--- config.mk ---
export PLATFORM = sky130hd
export DESIGN_NAME = ulc_line_control
export DESIGN_NICKNAME = d
export VERILOG_FILES = /design/src/ulc_pkg.sv /design/src/ulc_fifo_if.sv /design/src/ulc_fifo.sv /design/src/ulc_line_control.sv
export SDC_FILE = /design/constraint.sdc
export NUM_CORES = 1
export LEC_CHECK = 0
export ABC_CLOCK_PERIOD_IN_PS = 4150
export BUFFER_PORTS_ARGS = -buffer_cell sky130_fd_sc_hd__buf_2
export CAP_MARGIN = 10
export CORE_UTILIZATION = 60
export CTS_BUF_LIST = sky130_fd_sc_hd__clkbuf_8
export DETAILED_ROUTE_END_ITERATION = 10
export MAX_ROUTING_LAYER = met4
export PLACE_DENSITY = 0.78
export SKIP_CTS_REPAIR_TIMING = 1
export SLEW_MARGIN = 40
export SYNTH_ARGS = -nofsm -noshare
export SYNTH_HDL_FRONTEND = slang
export SYNTH_SLANG_ARGS = --single-unit
--- constraint.sdc ---
create_clock -name pclk -period 4.15 [get_ports pclk]
set_clock_uncertainty 0.05 [all_clocks]
set_input_delay 0.415 -clock pclk [delete_from_list [all_inputs] [get_ports pclk]]
set_output_delay 0.415 -clock pclk [all_outputs]
set_load 0.02 [all_outputs]
--- src/ulc_pkg.sv ---
package ulc_pkg;

    // Register map, byte addresses on the APB word grid
    localparam logic [11:0] ADDR_DATA = 12'h000;
    localparam logic [11:0] ADDR_FLAGS = 12'h018;
    localparam logic [11:0] ADDR_IBRD = 12'h024;
    localparam logic [11:0] ADDR_FBRD = 12'h028;
    localparam logic [11:0] ADDR_LCRH = 12'h02c;
    localparam logic [11:0] ADDR_CR = 12'h030;

    // Values after reset
    localparam logic [7:0] LCRH_RST = 8'h00;
    localparam logic [15:0] IBRD_RST = 16'h0000;
    localparam logic [5:0] FBRD_RST = 6'h00;
    localparam logic [15:0] CR_RST = 16'h0300;
    localparam logic [15:0] CR_MASK = 16'hff87;

    // Line control fields
    localparam int LCRH_BRK = 0;
    localparam int LCRH_PEN = 1;
    localparam int LCRH_EPS = 2;
    localparam int LCRH_TWO_STOP_SELECT = 3;
    localparam int LCRH_FEN = 4;
    localparam int LCRH_WORD_LENGTH_SELECT = 5;
    localparam int LCRH_SPS = 7;

    // Control fields
    localparam int CR_UARTEN = 0;
    localparam int CR_TXE = 8;
    localparam int CR_RXE = 9;
    localparam int CR_RTS = 11;
    localparam int CR_REQUEST_TO_SEND_FLOW_ENABLE = 14;
    localparam int CR_CLEAR_TO_SEND_FLOW_ENABLE = 15;

    // Sixteen ticks per bit, sampled in the middle
    localparam logic [3:0] TICK_LAST = 4'hf;
    localparam logic [3:0] TICK_MID = 4'h7;

    localparam int FIFO_DEPTH = 8;
    localparam int TX_W = 8;
    localparam int RX_W = 10;

    typedef enum logic [2:0] {
        TX_IDLE, TX_START, TX_DATA, TX_PARITY, TX_STOP1, TX_STOP2, TX_BREAK
    } ulc_tx_state_t;

    typedef enum logic [2:0] {
        RX_IDLE, RX_START, RX_DATA, RX_PARITY, RX_STOP
    } ulc_rx_state_t;

    function automatic logic ulc_parity(input logic [7:0] d,
                                        input logic [1:0] word_length_select,
                                        input logic even_parity_select,
                                        input logic stick_parity_select);
        logic p;
        p = ^(d & (8'hff >> (2'h3 - word_length_select)));
        if (stick_parity_select) begin
            ulc_parity = ~even_parity_select;
        end else begin
            ulc_parity = even_parity_select ? p : ~p;
        end
    endfunction

    function automatic logic ulc_mapped(input logic [11:0] a);
        ulc_mapped = (a == ADDR_DATA) || (a == ADDR_FLAGS) ||
                     (a == ADDR_IBRD) || (a == ADDR_FBRD) ||
                     (a == ADDR_LCRH) || (a == ADDR_CR);
    endfunction

endpackage

--- src/ulc_fifo_if.sv ---
`timescale 1ns/1ps
interface ulc_fifo_if #(parameter int WIDTH = 8, parameter int DEPTH = 8);
    logic in_valid;
    logic in_ready;
    logic [WIDTH-1:0] in_data;
    logic out_valid;
    logic out_ready;
    logic [WIDTH-1:0] out_data;
    logic [$clog2(DEPTH):0] level;
    modport fifo (input in_valid, in_data, out_ready,
                  output in_ready, out_valid, out_data, level);
    modport user (output in_valid, in_data, out_ready,
                  input in_ready, out_valid, out_data, level);
endinterface

--- src/ulc_fifo.sv ---
`timescale 1ns/1ps
// DEPTH must be a power of two; pointers wrap by width
module ulc_fifo #(parameter int WIDTH = 8, parameter int DEPTH = 8) (
    input wire logic pclk,
    input wire logic presetn,
    input wire logic single_mode,
    ulc_fifo_if.fifo port_if
);
    localparam int AW = $clog2(DEPTH);

    typedef struct packed {
        logic [DEPTH-1:0][WIDTH-1:0] mem;
        logic [AW-1:0] wptr;
        logic [AW-1:0] rptr;
        logic [AW:0] count;
    } ulc_fifo_state_t;

    ulc_fifo_state_t st_reg;
    ulc_fifo_state_t st_next;
    logic do_push;
    logic do_pop;

    // Character mode: one-deep holding register
    assign port_if.in_ready = single_mode ? (st_reg.count == '0) :
                              (st_reg.count != (AW+1)'(DEPTH));
    assign port_if.out_valid = (st_reg.count != '0);
    assign port_if.out_data = st_reg.mem[st_reg.rptr];
    assign port_if.level = st_reg.count;

    always_comb begin
        st_next = st_reg;
        do_push = port_if.in_valid && port_if.in_ready;
        do_pop = port_if.out_ready && port_if.out_valid;
        if (do_push) begin
            st_next.mem[st_reg.wptr] = port_if.in_data;
            st_next.wptr = st_reg.wptr + 1'h1;
        end
        if (do_pop) begin
            st_next.rptr = st_reg.rptr + 1'h1;
        end
        if (do_push && !do_pop) begin
            st_next.count = st_reg.count + 1'h1;
        end else if (do_pop && !do_push) begin
            st_next.count = st_reg.count - 1'h1;
        end
    end

    always_ff @(posedge pclk or negedge presetn) begin
        if (!presetn) begin
            st_reg <= '0;
        end else begin
            st_reg <= st_next;
        end
    end

endmodule

--- src/ulc_line_control.sv ---
// The APB slave port and the placing of the registers were left to the implementer.
`timescale 1ns/1ps
module ulc_line_control
    import ulc_pkg::*;
(
    input wire logic pclk,
    input wire logic presetn,
    input wire logic [11:0] paddr,
    input wire logic psel,
    input wire logic penable,
    input wire logic pwrite,
    input wire logic [31:0] pwdata,
    output logic [31:0] prdata,
    output logic pready,
    output logic pslverr,
    input wire logic serial_rx_in,
    input wire logic clear_to_send_input_n,
    output logic serial_tx_out,
    output logic request_to_send_out_n
);

    typedef struct packed {
        logic [31:0] prdata;
        logic pready;
        logic pslverr;
        logic txd;
        logic rts_n;
        logic [2:0] rx_sync;
        logic rx_filt;
        logic [2:0] cts_sync;
        logic cts_filt;
        logic [7:0] lcrh;
        logic [15:0] ibrd;
        logic [5:0] fbrd;
        logic [15:0] ibrd_stage;
        logic [5:0] fbrd_stage;
        logic [15:0] cr;
        logic [15:0] baud_cnt;
        logic [5:0] frac_acc;
        logic tick;
        ulc_tx_state_t tx_state;
        logic [3:0] tx_tick;
        logic [2:0] tx_bit;
        logic [7:0] tx_char;
        logic tx_pop;
        logic tx_push;
        logic [7:0] tx_wdata;
        ulc_rx_state_t rx_state;
        logic [3:0] rx_tick;
        logic [2:0] rx_bit;
        logic [7:0] rx_shift;
        logic rx_perr;
        logic rx_push;
        logic [RX_W-1:0] rx_word;
        logic rx_pop;
    } ulc_state_t;

    ulc_state_t st_reg;
    ulc_state_t st_next;

    ulc_fifo_if #(.WIDTH(TX_W), .DEPTH(FIFO_DEPTH)) tx_if ();
    ulc_fifo_if #(.WIDTH(RX_W), .DEPTH(FIFO_DEPTH)) rx_if ();

    logic apb_done;
    logic apb_wait;
    logic carry;
    logic [2:0] last_bit;
    logic tx_bit_end;
    logic rx_mid;
    logic en_tx;
    logic en_rx;
    logic cts_ok;
    logic rxd;

    ulc_fifo #(.WIDTH(TX_W), .DEPTH(FIFO_DEPTH)) u_tx_fifo (
        .pclk(pclk),
        .presetn(presetn),
        .single_mode(!st_reg.lcrh[LCRH_FEN]),
        .port_if(tx_if.fifo)
    );

    ulc_fifo #(.WIDTH(RX_W), .DEPTH(FIFO_DEPTH)) u_rx_fifo (
        .pclk(pclk),
        .presetn(presetn),
        .single_mode(!st_reg.lcrh[LCRH_FEN]),
        .port_if(rx_if.fifo)
    );

    assign tx_if.in_valid = st_reg.tx_push;
    assign tx_if.in_data = st_reg.tx_wdata;
    assign tx_if.out_ready = st_reg.tx_pop;
    assign rx_if.in_valid = st_reg.rx_push;
    assign rx_if.in_data = st_reg.rx_word;
    assign rx_if.out_ready = st_reg.rx_pop;

    assign apb_done = psel && penable && st_reg.pready;
    assign apb_wait = psel && penable && !st_reg.pready;

    assign prdata = st_reg.prdata;
    assign pready = st_reg.pready;
    assign pslverr = st_reg.pslverr;
    assign serial_tx_out = st_reg.txd;
    assign request_to_send_out_n = st_reg.rts_n;

    always_comb begin
        st_next = st_reg;
        carry = 1'h0;
        last_bit = 3'h4 + {1'h0, st_reg.lcrh[LCRH_WORD_LENGTH_SELECT +: 2]};
        tx_bit_end = st_reg.tick && (st_reg.tx_tick == TICK_LAST);
        rx_mid = st_reg.tick && (st_reg.rx_tick == TICK_MID);
        en_tx = st_reg.cr[CR_UARTEN] && st_reg.cr[CR_TXE];
        en_rx = st_reg.cr[CR_UARTEN] && st_reg.cr[CR_RXE];
        cts_ok = !st_reg.cr[CR_CLEAR_TO_SEND_FLOW_ENABLE] || !st_reg.cts_filt;
        rxd = st_reg.rx_filt;
        st_next.tx_push = 1'h0;
        st_next.tx_pop = 1'h0;
        st_next.rx_push = 1'h0;
        st_next.rx_pop = 1'h0;

        // Pin inputs: a change counts once stages two and three agree
        st_next.rx_sync = {st_reg.rx_sync[1:0], serial_rx_in};
        st_next.cts_sync = {st_reg.cts_sync[1:0], clear_to_send_input_n};
        if (st_reg.rx_sync[1] == st_reg.rx_sync[2]) begin
            st_next.rx_filt = st_reg.rx_sync[2];
        end
        if (st_reg.cts_sync[1] == st_reg.cts_sync[2]) begin
            st_next.cts_filt = st_reg.cts_sync[2];
        end

        // APB: one wait cycle so read data leaves a flop
        st_next.pready = apb_wait;
        st_next.pslverr = apb_wait && !ulc_mapped(paddr);
        if (apb_wait) begin
            if (paddr == ADDR_DATA) begin
                st_next.prdata = rx_if.out_valid ?
                                 {22'h0, rx_if.out_data} : 32'h0;
            end else if (paddr == ADDR_FLAGS) begin
                st_next.prdata = {24'h0, !tx_if.out_valid, !rx_if.in_ready,
                                  !tx_if.in_ready, !rx_if.out_valid,
                                  (st_reg.tx_state != TX_IDLE) ||
                                  tx_if.out_valid,
                                  2'h0, !st_reg.cts_filt};
            end else if (paddr == ADDR_IBRD) begin
                st_next.prdata = {16'h0, st_reg.ibrd_stage};
            end else if (paddr == ADDR_FBRD) begin
                st_next.prdata = {26'h0, st_reg.fbrd_stage};
            end else if (paddr == ADDR_LCRH) begin
                st_next.prdata = {24'h0, st_reg.lcrh};
            end else if (paddr == ADDR_CR) begin
                st_next.prdata = {16'h0, st_reg.cr};
            end else begin
                st_next.prdata = 32'h0;
            end
        end
        if (apb_done && pwrite) begin
            if (paddr == ADDR_DATA) begin
                st_next.tx_push = 1'h1;
                st_next.tx_wdata = pwdata[7:0];
            end else if (paddr == ADDR_IBRD) begin
                st_next.ibrd_stage = pwdata[15:0];
            end else if (paddr == ADDR_FBRD) begin
                st_next.fbrd_stage = pwdata[5:0];
            end else if (paddr == ADDR_LCRH) begin
                st_next.lcrh = pwdata[7:0];
                st_next.ibrd = st_reg.ibrd_stage;
                st_next.fbrd = st_reg.fbrd_stage;
            end else if (paddr == ADDR_CR) begin
                st_next.cr = pwdata[15:0] & CR_MASK;
            end
        end
        if (apb_done && !pwrite && paddr == ADDR_DATA) begin
            st_next.rx_pop = rx_if.out_valid;
        end

        // Sixteen-times bit clock; zero divisor stops it
        st_next.tick = 1'h0;
        if (!st_reg.cr[CR_UARTEN] || st_reg.ibrd == 16'h0) begin
            st_next.baud_cnt = 16'h0;
        end else if (st_reg.baud_cnt == 16'h0) begin
            {carry, st_next.frac_acc} = {1'h0, st_reg.frac_acc} +
                                        {1'h0, st_reg.fbrd};
            st_next.baud_cnt = st_reg.ibrd - 16'h1 + {15'h0, carry};
            st_next.tick = 1'h1;
        end else begin
            st_next.baud_cnt = st_reg.baud_cnt - 16'h1;
        end

        // Transmitter; break and new starts only between characters
        if (st_reg.tick) begin
            st_next.tx_tick = st_reg.tx_tick + 4'h1;
        end
        case (st_reg.tx_state)
            TX_IDLE: begin
                if (st_reg.lcrh[LCRH_BRK]) begin
                    st_next.tx_state = TX_BREAK;
                end else if (en_tx && cts_ok && st_reg.tick &&
                             tx_if.out_valid) begin
                    st_next.tx_char = tx_if.out_data;
                    st_next.tx_pop = 1'h1;
                    st_next.tx_tick = 4'h0;
                    st_next.tx_state = TX_START;
                end
            end
            TX_START: begin
                if (tx_bit_end) begin
                    st_next.tx_bit = 3'h0;
                    st_next.tx_state = TX_DATA;
                end
            end
            TX_DATA: begin
                if (tx_bit_end) begin
                    if (st_reg.tx_bit == last_bit) begin
                        st_next.tx_state = st_reg.lcrh[LCRH_PEN] ?
                                           TX_PARITY : TX_STOP1;
                    end else begin
                        st_next.tx_bit = st_reg.tx_bit + 3'h1;
                    end
                end
            end
            TX_PARITY: begin
                if (tx_bit_end) begin
                    st_next.tx_state = TX_STOP1;
                end
            end
            TX_STOP1: begin
                if (tx_bit_end) begin
                    st_next.tx_state = st_reg.lcrh[LCRH_TWO_STOP_SELECT] ?
                                       TX_STOP2 : TX_IDLE;
                end
            end
            TX_STOP2: begin
                if (tx_bit_end) begin
                    st_next.tx_state = TX_IDLE;
                end
            end
            TX_BREAK: begin
                if (!st_reg.lcrh[LCRH_BRK]) begin
                    st_next.tx_state = TX_IDLE;
                end
            end
            default: begin
                st_next.tx_state = TX_IDLE;
            end
        endcase

        // Line level follows the next state so pin and state agree
        case (st_next.tx_state)
            TX_START: st_next.txd = 1'h0;
            TX_DATA: st_next.txd = st_next.tx_char[st_next.tx_bit];
            TX_PARITY: st_next.txd = ulc_parity(st_next.tx_char,
                                                st_reg.lcrh[LCRH_WORD_LENGTH_SELECT +: 2],
                                                st_reg.lcrh[LCRH_EPS],
                                                st_reg.lcrh[LCRH_SPS]);
            TX_BREAK: st_next.txd = 1'h0;
            default: st_next.txd = 1'h1;
        endcase

        // Receiver; stop bit sampled once whatever the stop setting
        if (st_reg.tick) begin
            st_next.rx_tick = st_reg.rx_tick + 4'h1;
        end
        case (st_reg.rx_state)
            RX_IDLE: begin
                if (en_rx && st_reg.tick && !rxd) begin
                    st_next.rx_tick = 4'h0;
                    st_next.rx_shift = 8'h00;
                    st_next.rx_perr = 1'h0;
                    st_next.rx_state = RX_START;
                end
            end
            RX_START: begin
                if (rx_mid) begin
                    st_next.rx_bit = 3'h0;
                    st_next.rx_state = rxd ? RX_IDLE : RX_DATA;
                end
            end
            RX_DATA: begin
                if (rx_mid) begin
                    st_next.rx_shift[st_reg.rx_bit] = rxd;
                    if (st_reg.rx_bit == last_bit) begin
                        st_next.rx_state = st_reg.lcrh[LCRH_PEN] ?
                                           RX_PARITY : RX_STOP;
                    end else begin
                        st_next.rx_bit = st_reg.rx_bit + 3'h1;
                    end
                end
            end
            RX_PARITY: begin
                if (rx_mid) begin
                    st_next.rx_perr = rxd != ulc_parity(st_reg.rx_shift,
                                      st_reg.lcrh[LCRH_WORD_LENGTH_SELECT +: 2],
                                      st_reg.lcrh[LCRH_EPS],
                                      st_reg.lcrh[LCRH_SPS]);
                    st_next.rx_state = RX_STOP;
                end
            end
            RX_STOP: begin
                if (rx_mid) begin
                    // Full receive FIFO drops the character
                    st_next.rx_push = 1'h1;
                    st_next.rx_word = {!rxd, st_reg.rx_perr,
                                       st_reg.rx_shift};
                    st_next.rx_state = RX_IDLE;
                end
            end
            default: begin
                st_next.rx_state = RX_IDLE;
            end
        endcase

        st_next.rts_n = st_reg.cr[CR_REQUEST_TO_SEND_FLOW_ENABLE] ? !rx_if.in_ready :
                        !st_reg.cr[CR_RTS];
    end

    always_ff @(posedge pclk or negedge presetn) begin
        if (!presetn) begin
            st_reg <= '0;
            st_reg.txd <= 1'h1;
            st_reg.rts_n <= 1'h1;
            st_reg.rx_sync <= 3'h7;
            st_reg.rx_filt <= 1'h1;
            st_reg.cts_sync <= 3'h7;
            st_reg.cts_filt <= 1'h1;
            st_reg.lcrh <= LCRH_RST;
            st_reg.ibrd <= IBRD_RST;
            st_reg.fbrd <= FBRD_RST;
            st_reg.ibrd_stage <= IBRD_RST;
            st_reg.fbrd_stage <= FBRD_RST;
            st_reg.cr <= CR_RST;
        end else begin
            st_reg <= st_next;
        end
    end

    logic post_rst;
    always_ff @(posedge pclk or negedge presetn) begin
        if (!presetn) begin
            post_rst <= 1'h0;
        end else begin
            post_rst <= 1'h1;
        end
    end
endmodule

==> results.md <==
- DRC Markers: 4
- Fillers: 1875
- Leakage: 0.008799 uW
- Crit-path max FO: 14
- Hpwl dp: 23010 um
- Total track usage: 26.35%
- CTS tree: built
- Sink Count: 338
- Critical Path Max Stage Delay: 750 ps
- Initial DRC Count: 692
- 1st-pass router iterations: 8
- Hold crit path type: primary input to flop
- Clock slew at reported path FFs: 60 ps
- TritonCTS Buffers: 55
- Max FFs per register: 127
- Via count: 10210
- Distinct cells, synth: 69
- RSZ-0062 raised after global routing: no
- Crit-path most repeated cell: xor2_1
- IO Count: 87
- Ratio of cells with drive above 1 in the final layout: 31.81%
- Largest net degree at the start of global routing: 72
- Die area: 27590 sq um
- Crit path launch: st_reg[56]
- Core area: 26210 sq um
- Reg2reg end: serial_tx_out
- Avg Cell Area, Syn: 12.54 sq um
- #FFs+latches synth: 338
- Critical Path AT: 3760 ps
- CP endpoint kind: flop
- Post-synth EDFFs: 0
- Tmin final: 3326 ps
- WL/cell: 19.64 um
- Startpoint types: flop
- Non-Filler Instances: 1731
- Cell Rows: 59
- Fin. Hold Viols: 0
- Vias in the first global route: 10640
- DRT Wirelength: 33990 um
- Initial cell density of the core: 61.65%
- R2r startpoint: st_reg[56]
- Slew @ Worst Pin: 879.2 ps
- Relative slew slack: 41.39%
- Clk_lat worst skew: 600 ps
- Final setup vio count: 0
- Slew Limit Fails: 0
- Setup CP Type: flop to flop
- Synth-to-layout area growth: 9.897%
- Pwr dens: 347.9 nW/um^2
- Nets: 1430
- Failing checks: design-rule violations
- Post-route ant nets: 0
- Placement-stage cell area: 16650 sq um
- GR Overflow Total: 0
- Antenna cells: 0
- Max cap viols: 0
- Port Buf Inserts: 54
- Worst Setup EP: serial_tx_out
- Clk root buf: clkbuf_8
- Crit-path slowest cell: and4_1
- Sequential-to-total area share from yosys stat: 52.44%
- Global-route wire length before repair: 55800 um
- Post-Layout Inst Area: 17760 sq um
- Dpl cells: 1626
- Mapped cell area: 16160 sq um
- FMAX: 300.6 MHz
- R2R Setup Slk: 820 ps
- Hold Slack: 34.30 ps
- CTS Buffer Depth: 3
- RD Place Congestion: 0.8736
- Clock H-tree levels: 2
- Crit path cell chain: nor3_1 -> and4_1 -> mux2_2 -> xor2_1 -> xnor3_1 -> nand3_1 -> nor3b_2 -> xor2_1 -> o21ai_1
- Via/cell ratio: 5.898
- Die H: 166.1 um
- CP Data Required Time: 4590 ps
- Post-Syn Instances: 1288
- Setup TNS: 0 ps
- Core Util, Final: 67.75%
- Peak VDD IR: 0.3162 mV
- Hold Crit Start: pwdata[12]
- Reg2Reg Depth: 9
- Initial antenna violation count: 0
- Die X-Extent: 166.1 um
- Final period util: 80.16%
- Top_reg_cell synth: dfrtp_1
- YS warnings: 0
- FFs w/ async S/R, synth: 100.0%
- Status: complete, but fails checks
-- worst min-delay path by stage --
stage	to	cells past startpoint
detailed placement	st_next[157]	0
finish	st_reg[116]	2
CTS	u_tx_fifo.st_reg[55]	1
global placement	st_next[153]	0
floorplan	prdata[0]	0
global route	st_reg[116]	2
-- report_power, final --
group	switching, uW	internal, uW	total [uW]	leakage, uW
clock	1280	1430	2720	0.000649
sequential	7.26	3310	3320	0.00465
combinational	112	33.1	145	0.00350
-- synthesized netlist by cell type (3+ instances only) --
cell | n | area, sq um
a211oi_1 | 18 | 135.1
a21o_1 | 6 | 45.04
a21oi_1 | 23 | 115.1
a221oi_1 | 6 | 52.55
a22oi_1 | 7 | 52.55
a31oi_1 | 10 | 62.56
and3_1 | 5 | 31.28
buf_1 | 5 | 18.77
buf_2 | 3 | 15.01
buf_4 | 34 | 255.2
clkbuf_1 | 44 | 165.2
dfrtp_1 | 326 | 8158
dfstp_2 | 12 | 315.3
fa_1 | 3 | 60.06
ha_1 | 24 | 300.3
inv_1 | 25 | 93.84
mux2_2 | 231 | 2601
mux2i_1 | 26 | 260.3
mux4_2 | 37 | 833.3
nand2_1 | 105 | 394.1
nand2b_1 | 8 | 50.05
nand3_1 | 14 | 70.07
nand3b_1 | 6 | 45.04
nand4_1 | 7 | 43.79
nand4b_1 | 7 | 61.31
nor2_1 | 79 | 296.5
nor2b_1 | 4 | 25.02
nor3_1 | 19 | 95.09
nor3b_1 | 4 | 30.03
nor4_1 | 12 | 75.07
o21ai_0 | 48 | 240.2
o31ai_1 | 6 | 45.04
or3_1 | 5 | 31.28
or4_1 | 3 | 22.52
xnor2_1 | 42 | 367.9
xor2_1 | 29 | 254.0
-- metrics by stage --
step	total power, uW	setup slack [ps]
6_report	6177	823.6
5_1_grt	6405	551.1
4_1_cts	6243	783.8
3_5_place_dp	3518	831.6
3_3_place_gp	3513	872.7
2_1_floorplan	3418	1259
-- worst max-delay path, delay by kind of cell (launching register included) --
family,cells,cell delay [ps]
simple gates,4,1500
xor+xnor,3,580
flops,1,500
mux,1,450
compound gates,1,170
-- per-layer routing --
layer	global-route usage [%]	wire, um	up-vias
li1	-	-	4721
met1	34.18	14930	5165
met2	42.98	16660	254
met3	3.980	1487	69
met4	8.289	907	0
met5	-	0	-
-- placed cells by master, fill, tap and decap left out, types with 37 or more instances in the layout --
cell / count
dfrtp_1: 325
mux4_2: 37
clkbuf_8: 62
buf_2: 53
nor2_1: 79
nand2_1: 105
o21ai_0: 48
mux2_2: 231
xnor2_1: 42
inv_1: 54
-- cells by family (layout without fill, tap and decap cells) --
family / Yosys count / in the layout / share of synthesized area (%)
mux: 296 / 296 / 23.09
xor+xnor: 72 / 72 / 3.988
buf+inv: 116 / 209 / 3.624
compound gates: 147 / 147 / 5.917
flops: 338 / 338 / 52.44
fa+ha+maj: 29 / 29 / 2.354
other cells: 1 / 16 / 0.02321
simple gates: 289 / 289 / 8.557
-- cell type report --
type,count,area [sq um],share of cell area (%)
Sequential cell,338,8474,47.73
Multi-Input combinational cell,849,7184,40.46
Clock buffer,62,853.3,4.806
Timing Repair Buffer,80,518.0,2.917
Tap cell,335,419.2,2.361
Clock inverter,39,201.4,1.135
Inverter,28,105.1,0.5919
No activity file was read; power rests on OpenSTA's default activity.
